`src/core/fnts_pkg.sv`:
```
package fnts_pkg;
    // ==========================================================
    // Register map (byte addresses)
    localparam logic [7:0] OFS_LINK = 8'h18;
    localparam logic [7:0] OFS_STATUS = 8'h1C;
    localparam logic [7:0] OFS_CFG3 = 8'h28;
    localparam logic [7:0] OFS_TSEL = 8'h2C;
    // ==========================================================
    // Field positions
    localparam int BIT_LINK = 0;
    localparam int BIT_NMI_PIN = 4;
    localparam int BIT_OSC = 3;
    localparam int BIT_FLASH = 2;
    localparam int BIT_RAM_SE = 1;
    localparam int BIT_RAM_DE = 0;
    localparam int NUM_SRC = 5;
    localparam int ADDR_LSB = 18;
    localparam int ADDR_MSB = 31;
    localparam int POS_LSB = 12;
    localparam int POS_MSB = 17;
    localparam int TRIG_A_LSB = 30;
    localparam int TRIG_B_LSB = 28;
    localparam int TRIG_C_LSB = 24;
    localparam int TRIG_D_LSB = 22;
    localparam int BRK_A_LSB = 18;
    localparam int BRK_B_LSB = 14;
    localparam int BRK_C_LSB = 6;
    localparam int BRK_D_LSB = 2;
    localparam int BIT_COMP_SEL = 0;
    // ==========================================================
    // Reset values and masks
    localparam logic [31:0] RST_STATUS = 32'h00000000;
    localparam logic [4:0] RST_EN = 5'h0F;
    localparam logic [31:0] RST_TSEL = 32'h00000000;
    localparam logic [31:0] TSEL_MASK = 32'hF3FFC3FD;
    localparam logic [1:0] TRIG_RSVD = 2'h3;
    localparam logic [1:0] RESP_OKAY = 2'h0;
    localparam logic [1:0] RESP_SLVERR = 2'h2;
endpackage

```
`src/core/fnts_reg_if.sv`:
```
`timescale 1ns/10ps
`default_nettype none
interface fnts_reg_if;
    logic wr_en;
    logic [7:0] wr_addr;
    logic [31:0] wr_data;
    logic [31:0] wr_mask;
    logic wr_hit;
    logic [7:0] rd_addr;
    logic [31:0] rd_data;
    logic rd_hit;
    modport slave(output wr_en, wr_addr, wr_data, wr_mask, rd_addr,
        input wr_hit, rd_data, rd_hit);
    modport regs(input wr_en, wr_addr, wr_data, wr_mask, rd_addr,
        output wr_hit, rd_data, rd_hit);
endinterface
`default_nettype wire

```
`src/core/fnts_axil_slave.sv`:
```
`timescale 1ns/10ps
`default_nettype none
module fnts_axil_slave
    import fnts_pkg::*;
(
    // Clock and reset
    input wire logic clock,
    input wire logic resetn,
    // Write channels
    input wire logic [7:0] awaddr,
    input wire logic awvalid,
    output logic awready,
    input wire logic [31:0] wdata,
    input wire logic [3:0] wstrb,
    input wire logic wvalid,
    output logic wready,
    output logic [1:0] bresp,
    output logic bvalid,
    input wire logic bready,
    // Read channels
    input wire logic [7:0] araddr,
    input wire logic arvalid,
    output logic arready,
    output logic [31:0] rdata,
    output logic [1:0] rresp,
    output logic rvalid,
    input wire logic rready,
    // Register side
    fnts_reg_if.slave rb
);
    logic [7:0] aw_q;
    logic [31:0] w_q;
    logic [3:0] strb_q;
    logic do_wr;

    // Both halves held and no response pending
    assign do_wr = !awready && !wready && !bvalid;
    assign rb.wr_en = do_wr;
    assign rb.wr_addr = aw_q;
    assign rb.wr_data = w_q;
    assign rb.rd_addr = araddr;
    generate
        for (genvar i = 0; i < 4; i++) begin : g_mask
            assign rb.wr_mask[8*i+:8] = {8{strb_q[i]}};
        end
    endgenerate

    always_ff @(posedge clock or negedge resetn) begin
        if (!resetn) begin
            awready <= 1'b1;
            aw_q <= 8'h00;
        end else if (awvalid && awready) begin
            awready <= 1'b0;
            aw_q <= awaddr;
        end else if (do_wr) begin
            awready <= 1'b1;
        end
    end

    always_ff @(posedge clock or negedge resetn) begin
        if (!resetn) begin
            wready <= 1'b1;
            w_q <= 32'h00000000;
            strb_q <= 4'h0;
        end else if (wvalid && wready) begin
            wready <= 1'b0;
            w_q <= wdata;
            strb_q <= wstrb;
        end else if (do_wr) begin
            wready <= 1'b1;
        end
    end

    always_ff @(posedge clock or negedge resetn) begin
        if (!resetn) begin
            bvalid <= 1'b0;
            bresp <= RESP_OKAY;
        end else if (do_wr) begin
            bvalid <= 1'b1;
            bresp <= rb.wr_hit ? RESP_OKAY : RESP_SLVERR;
        end else if (bready) begin
            bvalid <= 1'b0;
        end
    end

    // Read data sampled at the address handshake
    always_ff @(posedge clock or negedge resetn) begin
        if (!resetn) begin
            arready <= 1'b1;
            rvalid <= 1'b0;
            rdata <= 32'h00000000;
            rresp <= RESP_OKAY;
        end else if (arvalid && arready) begin
            arready <= 1'b0;
            rvalid <= 1'b1;
            rdata <= rb.rd_data;
            rresp <= rb.rd_hit ? RESP_OKAY : RESP_SLVERR;
        end else if (rvalid && rready) begin
            rvalid <= 1'b0;
            arready <= 1'b1;
        end
    end
endmodule
`default_nettype wire

```
`src/core/fnts_timer_route.sv`:
```
`timescale 1ns/10ps
`default_nettype none
module fnts_timer_route
    import fnts_pkg::*;
#(
    parameter int NUM_TIMER = 4,
    parameter int NUM_BRK = 16
) (
    // Clock and reset
    input wire logic clock,
    input wire logic resetn,
    // Selections
    input wire logic [2*NUM_TIMER-1:0] trig_sel,
    input wire logic [NUM_BRK-1:0] brk_sel,
    input wire logic lock_break,
    input wire logic comp_sel,
    // Sources
    input wire logic [2:0] ext_trigger,
    input wire logic [NUM_BRK-1:0] gpio_break,
    input wire logic [NUM_BRK-1:0] trigger_selection_unit_break,
    input wire logic a_ch0_in,
    input wire logic b_ch0_in,
    input wire logic b_ch0n_in,
    // Routed outputs
    output logic [NUM_TIMER-1:0] trig_out,
    output logic [NUM_BRK-1:0] brk_out,
    output logic comp_out
);
    generate
        for (genvar t = 0; t < NUM_TIMER; t++) begin : g_trig
            wire logic [1:0] code = trig_sel[2*t+:2];
            always_ff @(posedge clock or negedge resetn) begin
                if (!resetn) begin
                    trig_out[t] <= 1'b0;
                end else begin
                    // Reserved code drives a quiet low
                    trig_out[t] <= (code == TRIG_RSVD) ? 1'b0 :
                        ext_trigger[code];
                end
            end
        end
        for (genvar b = 0; b < NUM_BRK; b++) begin : g_brk
            always_ff @(posedge clock or negedge resetn) begin
                if (!resetn) begin
                    brk_out[b] <= 1'b0;
                end else begin
                    brk_out[b] <= (brk_sel[b] ? trigger_selection_unit_break[b] :
                        gpio_break[b]) | lock_break;
                end
            end
        end
    endgenerate

    always_ff @(posedge clock or negedge resetn) begin
        if (!resetn) begin
            comp_out <= 1'b0;
        end else begin
            comp_out <= comp_sel ? (b_ch0_in ^ b_ch0n_in ^ a_ch0_in) :
                b_ch0n_in;
        end
    end
endmodule
`default_nettype wire

```
`src/core/fnts_top.sv`:
```
// The AXI4-Lite register port was left to the implementer.
`timescale 1ns/10ps
`default_nettype none
module fnts_top
    import fnts_pkg::*;
(
    // Clock and reset
    input wire logic clock,
    input wire logic resetn,
    // AXI4-Lite write channels
    input wire logic [7:0] s_axi_awaddr,
    input wire logic [2:0] s_axi_awprot,
    input wire logic s_axi_awvalid,
    output logic s_axi_awready,
    input wire logic [31:0] s_axi_wdata,
    input wire logic [3:0] s_axi_wstrb,
    input wire logic s_axi_wvalid,
    output logic s_axi_wready,
    output logic [1:0] s_axi_bresp,
    output logic s_axi_bvalid,
    input wire logic s_axi_bready,
    // AXI4-Lite read channels
    input wire logic [7:0] s_axi_araddr,
    input wire logic [2:0] s_axi_arprot,
    input wire logic s_axi_arvalid,
    output logic s_axi_arready,
    output logic [31:0] s_axi_rdata,
    output logic [1:0] s_axi_rresp,
    output logic s_axi_rvalid,
    input wire logic s_axi_rready,
    // Fault sources
    input wire logic nmi_pin,
    input wire logic osc_monitor_fault,
    input wire logic program_store_ecc_err,
    input wire logic ram_single_err,
    input wire logic ram_double_err,
    input wire logic [15:0] ram_err_addr,
    input wire logic [4:0] ram_err_bit,
    input wire logic core_lockup,
    // Timer sources
    input wire logic [2:0] ext_trigger,
    input wire logic [15:0] gpio_break,
    input wire logic [15:0] trigger_selection_unit_break,
    input wire logic adv_timer_a_ch0_in,
    input wire logic adv_timer_b_ch0_in,
    input wire logic adv_timer_b_ch0n_in,
    // Outputs
    output logic nmi_request,
    output logic [3:0] adv_trigger,
    output logic [15:0] adv_break,
    output logic adv_timer_b_comp_in
);
    // ==========================================================
    // Register state
    logic core_hang_break_link;
    logic [NUM_SRC-1:0] flag;
    logic [NUM_SRC-1:0] nmi_en;
    logic [ADDR_MSB-ADDR_LSB:0] ram_fault_word_addr;
    logic [POS_MSB-POS_LSB:0] ram_corrected_bit_pos;
    logic [31:0] timer_input_source_select;
    logic [NUM_SRC-1:0] event_in;
    logic [NUM_SRC-1:0] clr;
    logic [31:0] wr_bits;
    logic [7:0] trig_sel;
    logic [15:0] brk_sel;

    fnts_reg_if rb();

    // Word address of a byte address
    function automatic logic [7:0] word_of(input logic [7:0] a);
        return {a[7:2], 2'b00};
    endfunction

    function automatic logic is_mapped(input logic [7:0] a);
        logic [7:0] w;
        w = word_of(a);
        return (w == OFS_LINK) || (w == OFS_STATUS) ||
            (w == OFS_CFG3) || (w == OFS_TSEL);
    endfunction

    function automatic logic wr_to(input logic [7:0] ofs);
        return rb.wr_en && (word_of(rb.wr_addr) == ofs);
    endfunction

    // ==========================================================
    // Bus slave
    fnts_axil_slave u_slave (
        .clock(clock),
        .resetn(resetn),
        .awaddr(s_axi_awaddr),
        .awvalid(s_axi_awvalid),
        .awready(s_axi_awready),
        .wdata(s_axi_wdata),
        .wstrb(s_axi_wstrb),
        .wvalid(s_axi_wvalid),
        .wready(s_axi_wready),
        .bresp(s_axi_bresp),
        .bvalid(s_axi_bvalid),
        .bready(s_axi_bready),
        .araddr(s_axi_araddr),
        .arvalid(s_axi_arvalid),
        .arready(s_axi_arready),
        .rdata(s_axi_rdata),
        .rresp(s_axi_rresp),
        .rvalid(s_axi_rvalid),
        .rready(s_axi_rready),
        .rb(rb.slave)
    );

    assign rb.wr_hit = is_mapped(rb.wr_addr);
    assign rb.rd_hit = is_mapped(rb.rd_addr);
    assign wr_bits = rb.wr_data & rb.wr_mask;

    // ==========================================================
    // Fault flags
    assign event_in = {nmi_pin, osc_monitor_fault, program_store_ecc_err,
        ram_single_err, ram_double_err};
    assign clr = wr_to(OFS_STATUS) ? wr_bits[NUM_SRC-1:0] : '0;

    // Pin flag mirrors the pin; software cannot clear it
    always_ff @(posedge clock or negedge resetn) begin
        if (!resetn) begin
            flag[BIT_NMI_PIN] <= RST_STATUS[BIT_NMI_PIN];
        end else begin
            flag[BIT_NMI_PIN] <= nmi_pin;
        end
    end

    // Sticky flags: an event in the clearing cycle survives
    generate
        for (genvar i = 0; i < BIT_NMI_PIN; i++) begin : g_flag
            always_ff @(posedge clock or negedge resetn) begin
                if (!resetn) begin
                    flag[i] <= RST_STATUS[i];
                end else begin
                    flag[i] <= event_in[i] | (flag[i] & ~clr[i]);
                end
            end
        end
    endgenerate

    // ==========================================================
    // Enables, lockup link, timer selections
    always_ff @(posedge clock or negedge resetn) begin
        if (!resetn) begin
            nmi_en <= RST_EN;
        end else if (wr_to(OFS_CFG3)) begin
            nmi_en <= (rb.wr_data[NUM_SRC-1:0] & rb.wr_mask[NUM_SRC-1:0]) |
                (nmi_en & ~rb.wr_mask[NUM_SRC-1:0]);
        end
    end

    // Set-only: a zero write cannot drop the link
    always_ff @(posedge clock or negedge resetn) begin
        if (!resetn) begin
            core_hang_break_link <= 1'b0;
        end else if (wr_to(OFS_LINK) && wr_bits[BIT_LINK]) begin
            core_hang_break_link <= 1'b1;
        end
    end

    // Reserved bits are dropped, so they always read back zero
    always_ff @(posedge clock or negedge resetn) begin
        if (!resetn) begin
            timer_input_source_select <= RST_TSEL;
        end else if (wr_to(OFS_TSEL)) begin
            timer_input_source_select <= ((rb.wr_data & rb.wr_mask) |
                (timer_input_source_select & ~rb.wr_mask)) & TSEL_MASK;
        end
    end

    // ==========================================================
    // RAM ECC capture, latest event wins
    always_ff @(posedge clock or negedge resetn) begin
        if (!resetn) begin
            ram_fault_word_addr <= '0;
        end else if (ram_single_err || ram_double_err) begin
            ram_fault_word_addr <= ram_err_addr[15:2];
        end
    end

    // Double error leaves no correctable bit, so position reads zero
    always_ff @(posedge clock or negedge resetn) begin
        if (!resetn) begin
            ram_corrected_bit_pos <= '0;
        end else if (ram_double_err) begin
            ram_corrected_bit_pos <= '0;
        end else if (ram_single_err) begin
            ram_corrected_bit_pos <= 6'({1'b0, ram_err_bit}) + 6'h01;
        end
    end

    // ==========================================================
    // Interrupt request
    always_ff @(posedge clock or negedge resetn) begin
        if (!resetn) begin
            nmi_request <= 1'b0;
        end else begin
            nmi_request <= |(flag & nmi_en);
        end
    end

    // ==========================================================
    // Read mux
    always_comb begin
        rb.rd_data = 32'h00000000;
        case (word_of(rb.rd_addr))
            OFS_LINK: rb.rd_data[BIT_LINK] = core_hang_break_link;
            OFS_STATUS: rb.rd_data[NUM_SRC-1:0] = flag;
            OFS_CFG3: begin
                rb.rd_data[ADDR_MSB:ADDR_LSB] = ram_fault_word_addr;
                rb.rd_data[POS_MSB:POS_LSB] = ram_corrected_bit_pos;
                rb.rd_data[NUM_SRC-1:0] = nmi_en;
            end
            OFS_TSEL: rb.rd_data = timer_input_source_select;
            default: rb.rd_data = 32'h00000000;
        endcase
    end

    // ==========================================================
    // Timer input routing
    // Break 0 of each timer sits at the top of its nibble
    always_comb begin
        trig_sel = {
            timer_input_source_select[TRIG_D_LSB+:2],
            timer_input_source_select[TRIG_C_LSB+:2],
            timer_input_source_select[TRIG_B_LSB+:2],
            timer_input_source_select[TRIG_A_LSB+:2]};
        brk_sel = {
            timer_input_source_select[BRK_A_LSB+:4],
            timer_input_source_select[BRK_B_LSB+:4],
            timer_input_source_select[BRK_C_LSB+:4],
            timer_input_source_select[BRK_D_LSB+:4]};
    end

    fnts_timer_route u_route (
        .clock(clock),
        .resetn(resetn),
        .trig_sel(trig_sel),
        .brk_sel(brk_sel),
        .lock_break(core_hang_break_link & core_lockup),
        .comp_sel(timer_input_source_select[BIT_COMP_SEL]),
        .ext_trigger(ext_trigger),
        .gpio_break(gpio_break),
        .trigger_selection_unit_break(trigger_selection_unit_break),
        .a_ch0_in(adv_timer_a_ch0_in),
        .b_ch0_in(adv_timer_b_ch0_in),
        .b_ch0n_in(adv_timer_b_ch0n_in),
        .trig_out(adv_trigger),
        .brk_out(adv_break),
        .comp_out(adv_timer_b_comp_in)
    );
endmodule
`default_nettype wire

```
`config.mk`:
```
export PLATFORM = sky130hd
export DESIGN_NAME = fnts_top
export DESIGN_NICKNAME = d
export VERILOG_FILES = /design/src/core/fnts_pkg.sv /design/src/core/fnts_reg_if.sv /design/src/core/fnts_axil_slave.sv /design/src/core/fnts_timer_route.sv /design/src/core/fnts_top.sv
export SDC_FILE = /design/constraint.sdc
export NUM_CORES = 1
export LEC_CHECK = 0
export BUFFER_PORTS_ARGS = -buffer_cell sky130_fd_sc_hd__buf_2
export CORE_MARGIN = 2
export CORE_UTILIZATION = 55
export DETAILED_ROUTE_END_ITERATION = 16
export PLACE_DENSITY = 0.85
export REMOVE_ABC_BUFFERS = 1
export SLEW_MARGIN = 0
export SYNTH_ARGS = -nofsm -noshare
export SYNTH_HDL_FRONTEND = slang
export SYNTH_SLANG_ARGS = --single-unit
```
`constraint.sdc`:
```
create_clock -name clock -period 3.9 [get_ports clock]
set_input_delay 0 -clock clock [delete_from_list [all_inputs] [get_ports clock]]
set_output_delay 0 -clock clock [all_outputs]
set_load 0.1 [all_outputs]
```
======== Yosys cells after proc, flatten, opt, wreduce, memory -nomap -nowiden ========
Cells that the tools add are included.
cells by class
  add/subtract/negate cells ............... 1
  $lt $le $gt $ge ......................... 4
  equal/unequal tests ..................... 12
  muxes and demuxes ....................... 47
  bitwise logic cells ..................... 40
  reductions and logical operators ........ 27
operator list
  operator               count
  $and A32 B32 Y32       2
  $pmux W20 S2           1
  $mux W1                34
  $not A32 Y32           1
  $or A32 B32 Y32        1
  $eq A6 B3 Y1 const B   4
  $eq A6 B4 Y1 const B   4
  $or A1 B1 Y1           20
  $and A5 B5 Y5          3
  $lt A2 B3 Y1 const B   4
  $mux W6                2
  $pmux W4 S3            1
  $logic_and A1 B1 Y1    11
  $reduce_bool A2 Y1     5
  $bmux W1 S2            4
  $eq A2 B2 Y1 const B   4
  $logic_or A1 B1 Y1     7
  $add A5 B1 Y6 const B  1
  $and A1 B1 Y1          5
  $mux W5                1
  $not A5 Y5             1
  $or A5 B5 Y5           1
  $reduce_or A5 Y1       1
  $mux W2                2
  other kinds (5)        11
storage, ports and cells
  register bits ........................... 163
  bits of input ports ..................... 130
  output and inout port bits .............. 63
  word-level logic and storage cells ...... 174

======== Depth between registers and ports, before layout ========
  word-level depth ........................ 8
  gate-level depth with buffers ........... 5
  gate-level depth less buffers ........... 4

======== By module ========
From an unflattened synthesis, not the netlist that was laid out.
second synthesis, totals
  cell total of the unflattened synthesis .. 561
  area, all modules ....................... 7,397.1 µm²
modules (own cells, without submodules)
  module            instances  cells each  area each (µm²)  sequential area each (µm²)
  fnts_axil_slave   1          223         3,512.1          2,080.7
  fnts_top          1          268         2,987.9          1,431.4
  fnts_timer_route  1          70          897.1            525.5

======== Least setup slack after synthesis ========
Ideal clock, no wire load.
  path type ............................... reg2reg
  from .................................... reg u_slave.bvalid
  to ...................................... reg (tool-made name)
  library setup time ...................... 0.125 ns
  arrival time ............................ 2.171 ns
  data required time ...................... 3.775 ns
  slack ................................... 1.605 ns
  cell stages (with the launch flop) ...... 5
  path buffers ............................ 1
  clock period less this slack ............ 2.295 ns
  cell sequence ........................... dfrtp_1 > or3_1 > buf_4 > nor4b_4 > mux2_2
RTL lines
  element                 RTL line               text
  from (decl)             fnts_axil_slave.sv:18  output logic bvalid,
  from (signal assigned)  fnts_axil_slave.sv:76  bvalid <= 1'b0;
  from (signal assigned)  fnts_axil_slave.sv:79  bvalid <= 1'b1;
  from (signal assigned)  fnts_axil_slave.sv:82  bvalid <= 1'b0;

==> results.py <==
metrics = {
    "power_and_ir_drop": {
        "pwr-share-clk_pct": 28.3,
        "seq_power_share_pct": 38.5,
        "p_sw_share_pct": 38.1,
        "leakage_nw": 4.29,
        "power_mw": 6.24,
        "powerDensity_nw_per_um2": 695,
        "irDropWorstVdd_v": 0.000608,
        "p_int_mw": 3.86,
        "p_switching_mw": 2.38,
        "power_frac_comb_pct": 33.2,
    },
    "final_layout": {
        "multiInputGateArea_sq_um": 2350,
        "final_cell_mix": "buf_2, dfrtp_1, dlygate4sd3_1, mux2_2, nand2_1",
        "num-fill-cells": 584,
        "drive_gt1_share_pct": 39.0,
        "final_cell_area_sq_um": 8980,
        "post-route-util_pct": 81.8,
        "seqCellArea_sq_um": 3790,
        "final_common_cell": "buf_2",
        "layout.nets": 884,
        "area_growth_pct": 43.4,
        "instances_no_fill": 907,
    },
    "placed_design": {
        "dp_cells": 762,
        "dp_hpwl_um": 10200,
        "port_buffers": 170,
        "gp_congestion": 0.844,
        "placed_area_sq_um": 7220,
    },
    "worst_hold_path": {
        "hp-start": "s_axi_araddr[7]",
        "hold_class": "in -> reg",
    },
    "sta": {
        "finClkSkew_ps": 11.2,
        "setup_viol": 0,
        "min_period_ps": 2250,
        "setup_tns_ps": 0,
        "finalCritPeriodShare_pct": 57.8,
        "grt_setup_unrepaired": "false",
        "fmax_mhz": 444,
        "drv_slew": 0,
        "relSlewSlack_pct": 35.4,
        "hold_viol": 0,
        "tightest_slew_ps": 966,
    },
    "critical_path": {
        "start_kind": "flop",
        "startpoint": "u_slave.wready",
        "cp_top_family": "simple AND/OR/NAND/NOR gates",
        "path_class": "reg -> reg",
        "crit_path_cell_trace": "or3_1 -> nor4b_4 -> mux2_1",
        "slowest_delay_ps": 740,
        "path_max_fanout": 8,
        "regToRegStartpoint": "u_slave.wready",
        "crit_slowest_cell": "nor4b_4",
        "critPathBufInv": 0,
        "critPathCaptureType": "flop",
        "required_ps": 4210,
        "cp.arrival_ps": 2560,
    },
    "route": {
        "wl_per_cell_um": 20.9,
        "drt_first_pass_iters": 5,
        "drt-total-wl_um": 18900,
        "avgViaCountPerCell": 5.68,
        "first_iter_violations": 294,
        "route.vias.total": 5153,
        "drtAntennaViolNets": 0,
        "drcViolationCount": 0,
    },
    "clock_tree": {
        "root_buffer": "clkbuf_16",
        "clock_latency_ps": 440,
        "cts_made_buffers": 17,
        "cts_tree": "yes",
        "htreeDepth": 4,
        "max-clock-path-buffers": 2,
        "postCtsResizedCells": 0,
        "clock-sinks": 151,
        "path_clk_slew_ps": 60,
    },
    "synth": {
        "yosys_warnings": 0,
        "syn_avg_cell_area_sq_um": 13.3,
        "syn-instance-count": 470,
        "ys_seq_area_share_pct": 60.5,
        "synth_top_flop_cell": "dfrtp_1",
        "async_flop_share_pct": 100,
        "ys_ff_latch": 151,
        "synth-edff-count": 0,
        "synth_area_sq_um": 6260,
        "ys_types": 48,
    },
    "global_route": {
        "antenna_found_initial": 1,
        "gr-total-overflow": 0,
        "grt_max_degree": 78,
        "grt_pass1_vias": 5666,
        "track_usage_pct": 32.0,
        "grt_pass1_wl_um": 30000,
    },
    "floorplan": {
        "initial_core_util_pct": 57.0,
        "num_rows": 38,
        "core_sq_um": 11000,
        "ios": 193,
        "dieHeight_um": 111,
        "die-area_sq_um": 12300,
        "die_w_um": 111,
    },
    "run": {
        "cap_violations": 0,
    },
    "outcome": {
        "status": "completed",
    },
}
-- worst reg2reg max path, cell delays in order, from the launching register on --
cell     delay [ps]
dfstp_2         390
or3_1           560
nor4b_4         740
mux2_1          430
-- cell usage after synthesis, types with 2 or more instances --
master / number / share of area, %
a22o_1: 5 / 0.70
a211oi_1: 3 / 0.36
mux2i_1: 39 / 6.2
o22a_1: 4 / 0.56
nor2b_1: 5 / 0.50
a22oi_1: 2 / 0.24
nand3b_1: 7 / 0.84
buf_4: 5 / 0.60
a21oi_1: 2 / 0.16
mux2_2: 83 / 15
clkbuf_1: 16 / 0.96
o211ai_1: 2 / 0.24
dfstp_2: 7 / 2.9
o31ai_1: 16 / 1.9
inv_1: 6 / 0.36
nand4_1: 4 / 0.40
nand4b_1: 3 / 0.42
xor2_1: 2 / 0.28
nand2_1: 55 / 3.3
nor3_1: 2 / 0.16
dfrtp_1: 144 / 58
nor2_1: 8 / 0.48
buf_2: 3 / 0.24
a32oi_1: 5 / 0.70
nand3_1: 3 / 0.24
xnor2_1: 3 / 0.42
o21ai_0: 15 / 1.2
-- area by class of cell --
type | count | share of cell area (%)
sequential | 151 | 42.2
clock buffer | 24 | 5.48
tap | 140 | 1.95
antenna | 1 | 0.0279
inverter | 6 | 0.251
clock inverter | 8 | 1.60
multi-input combinational | 291 | 26.2
timing repair buffer | 286 | 22.4
-- cells by family (layout without fill, tap and decap cells) --
| kind of cell | after synthesis | in the layout | synth area share (%) |
|---|---|---|---|
| muxes | 123 | 123 | 21.3 |
| buffers and inverters | 31 | 324 | 2.22 |
| DFF | 151 | 151 | 60.5 |
| xor gates and xnor gates | 5 | 5 | 0.700 |
| and+or+nand+nor | 100 | 100 | 8.37 |
| AOI/OAI and AO/OA | 58 | 58 | 6.61 |
| other | 1 | 5 | 0.0599 |
| adders and majority gates | 1 | 1 | 0.200 |
-- metrics by stage --
step / hold WS, ps / worst slack [ps]
2_1_floorplan: -296 / 1570
3_3_place_gp: 57.0 / 1830
3_5_place_dp: 68.1 / 1730
4_1_cts: 17.7 / 1710
5_1_grt: 26.1 / 1600
6_report: 30.1 / 1650
-- power groups by stage --
| stage | registers [mW] | logic, mW | clock network (mW) |
|---|---|---|---|
| 3_3_place_gp | 2.34 | 1.81 | 0 |
| 4_1_cts | 2.36 | 2.03 | 1.76 |
| 3_5_place_dp | 2.38 | 1.87 | 0 |
| 6_report | 2.40 | 2.07 | 1.76 |
| 5_1_grt | 2.45 | 2.17 | 1.83 |
| 2_1_floorplan | 3.11 | 0.670 | 0 |
-- path summary, 6_finish.rpt --
check,endpoint,slack [ps],depth (start not counted)
worst min-delay path,u_slave.rdata[0],30,4
worst max register to register,flop,1650,3
max in group asynchronous,asynchronous set/reset pin,2680,3
min in group asynchronous,u_slave.rb.wr_data[6],160,2
worst min register to register,u_slave.rdata[1],480,2
worst max-delay path,flop,1650,3
-- metal layers --
layer  vias to the layer above  GRT usage, %  wire length (um)
li1                       2246             -                 -
met1                      2606          35.2              6960
met2                       241          58.2             10200
met3                        60          6.40               975
met4                         0          17.2               847
met5                         -             0                 0
-- repair_timing --
| item | 4_1_cts | 5_1_grt |
|---|---|---|
| hold buffers | 112 | 0 |
| hold endpoints to repair | 155 | 0 |
| setup buffers | 0 | 0 |
No activity file was read; power rests on OpenSTA's default activity.
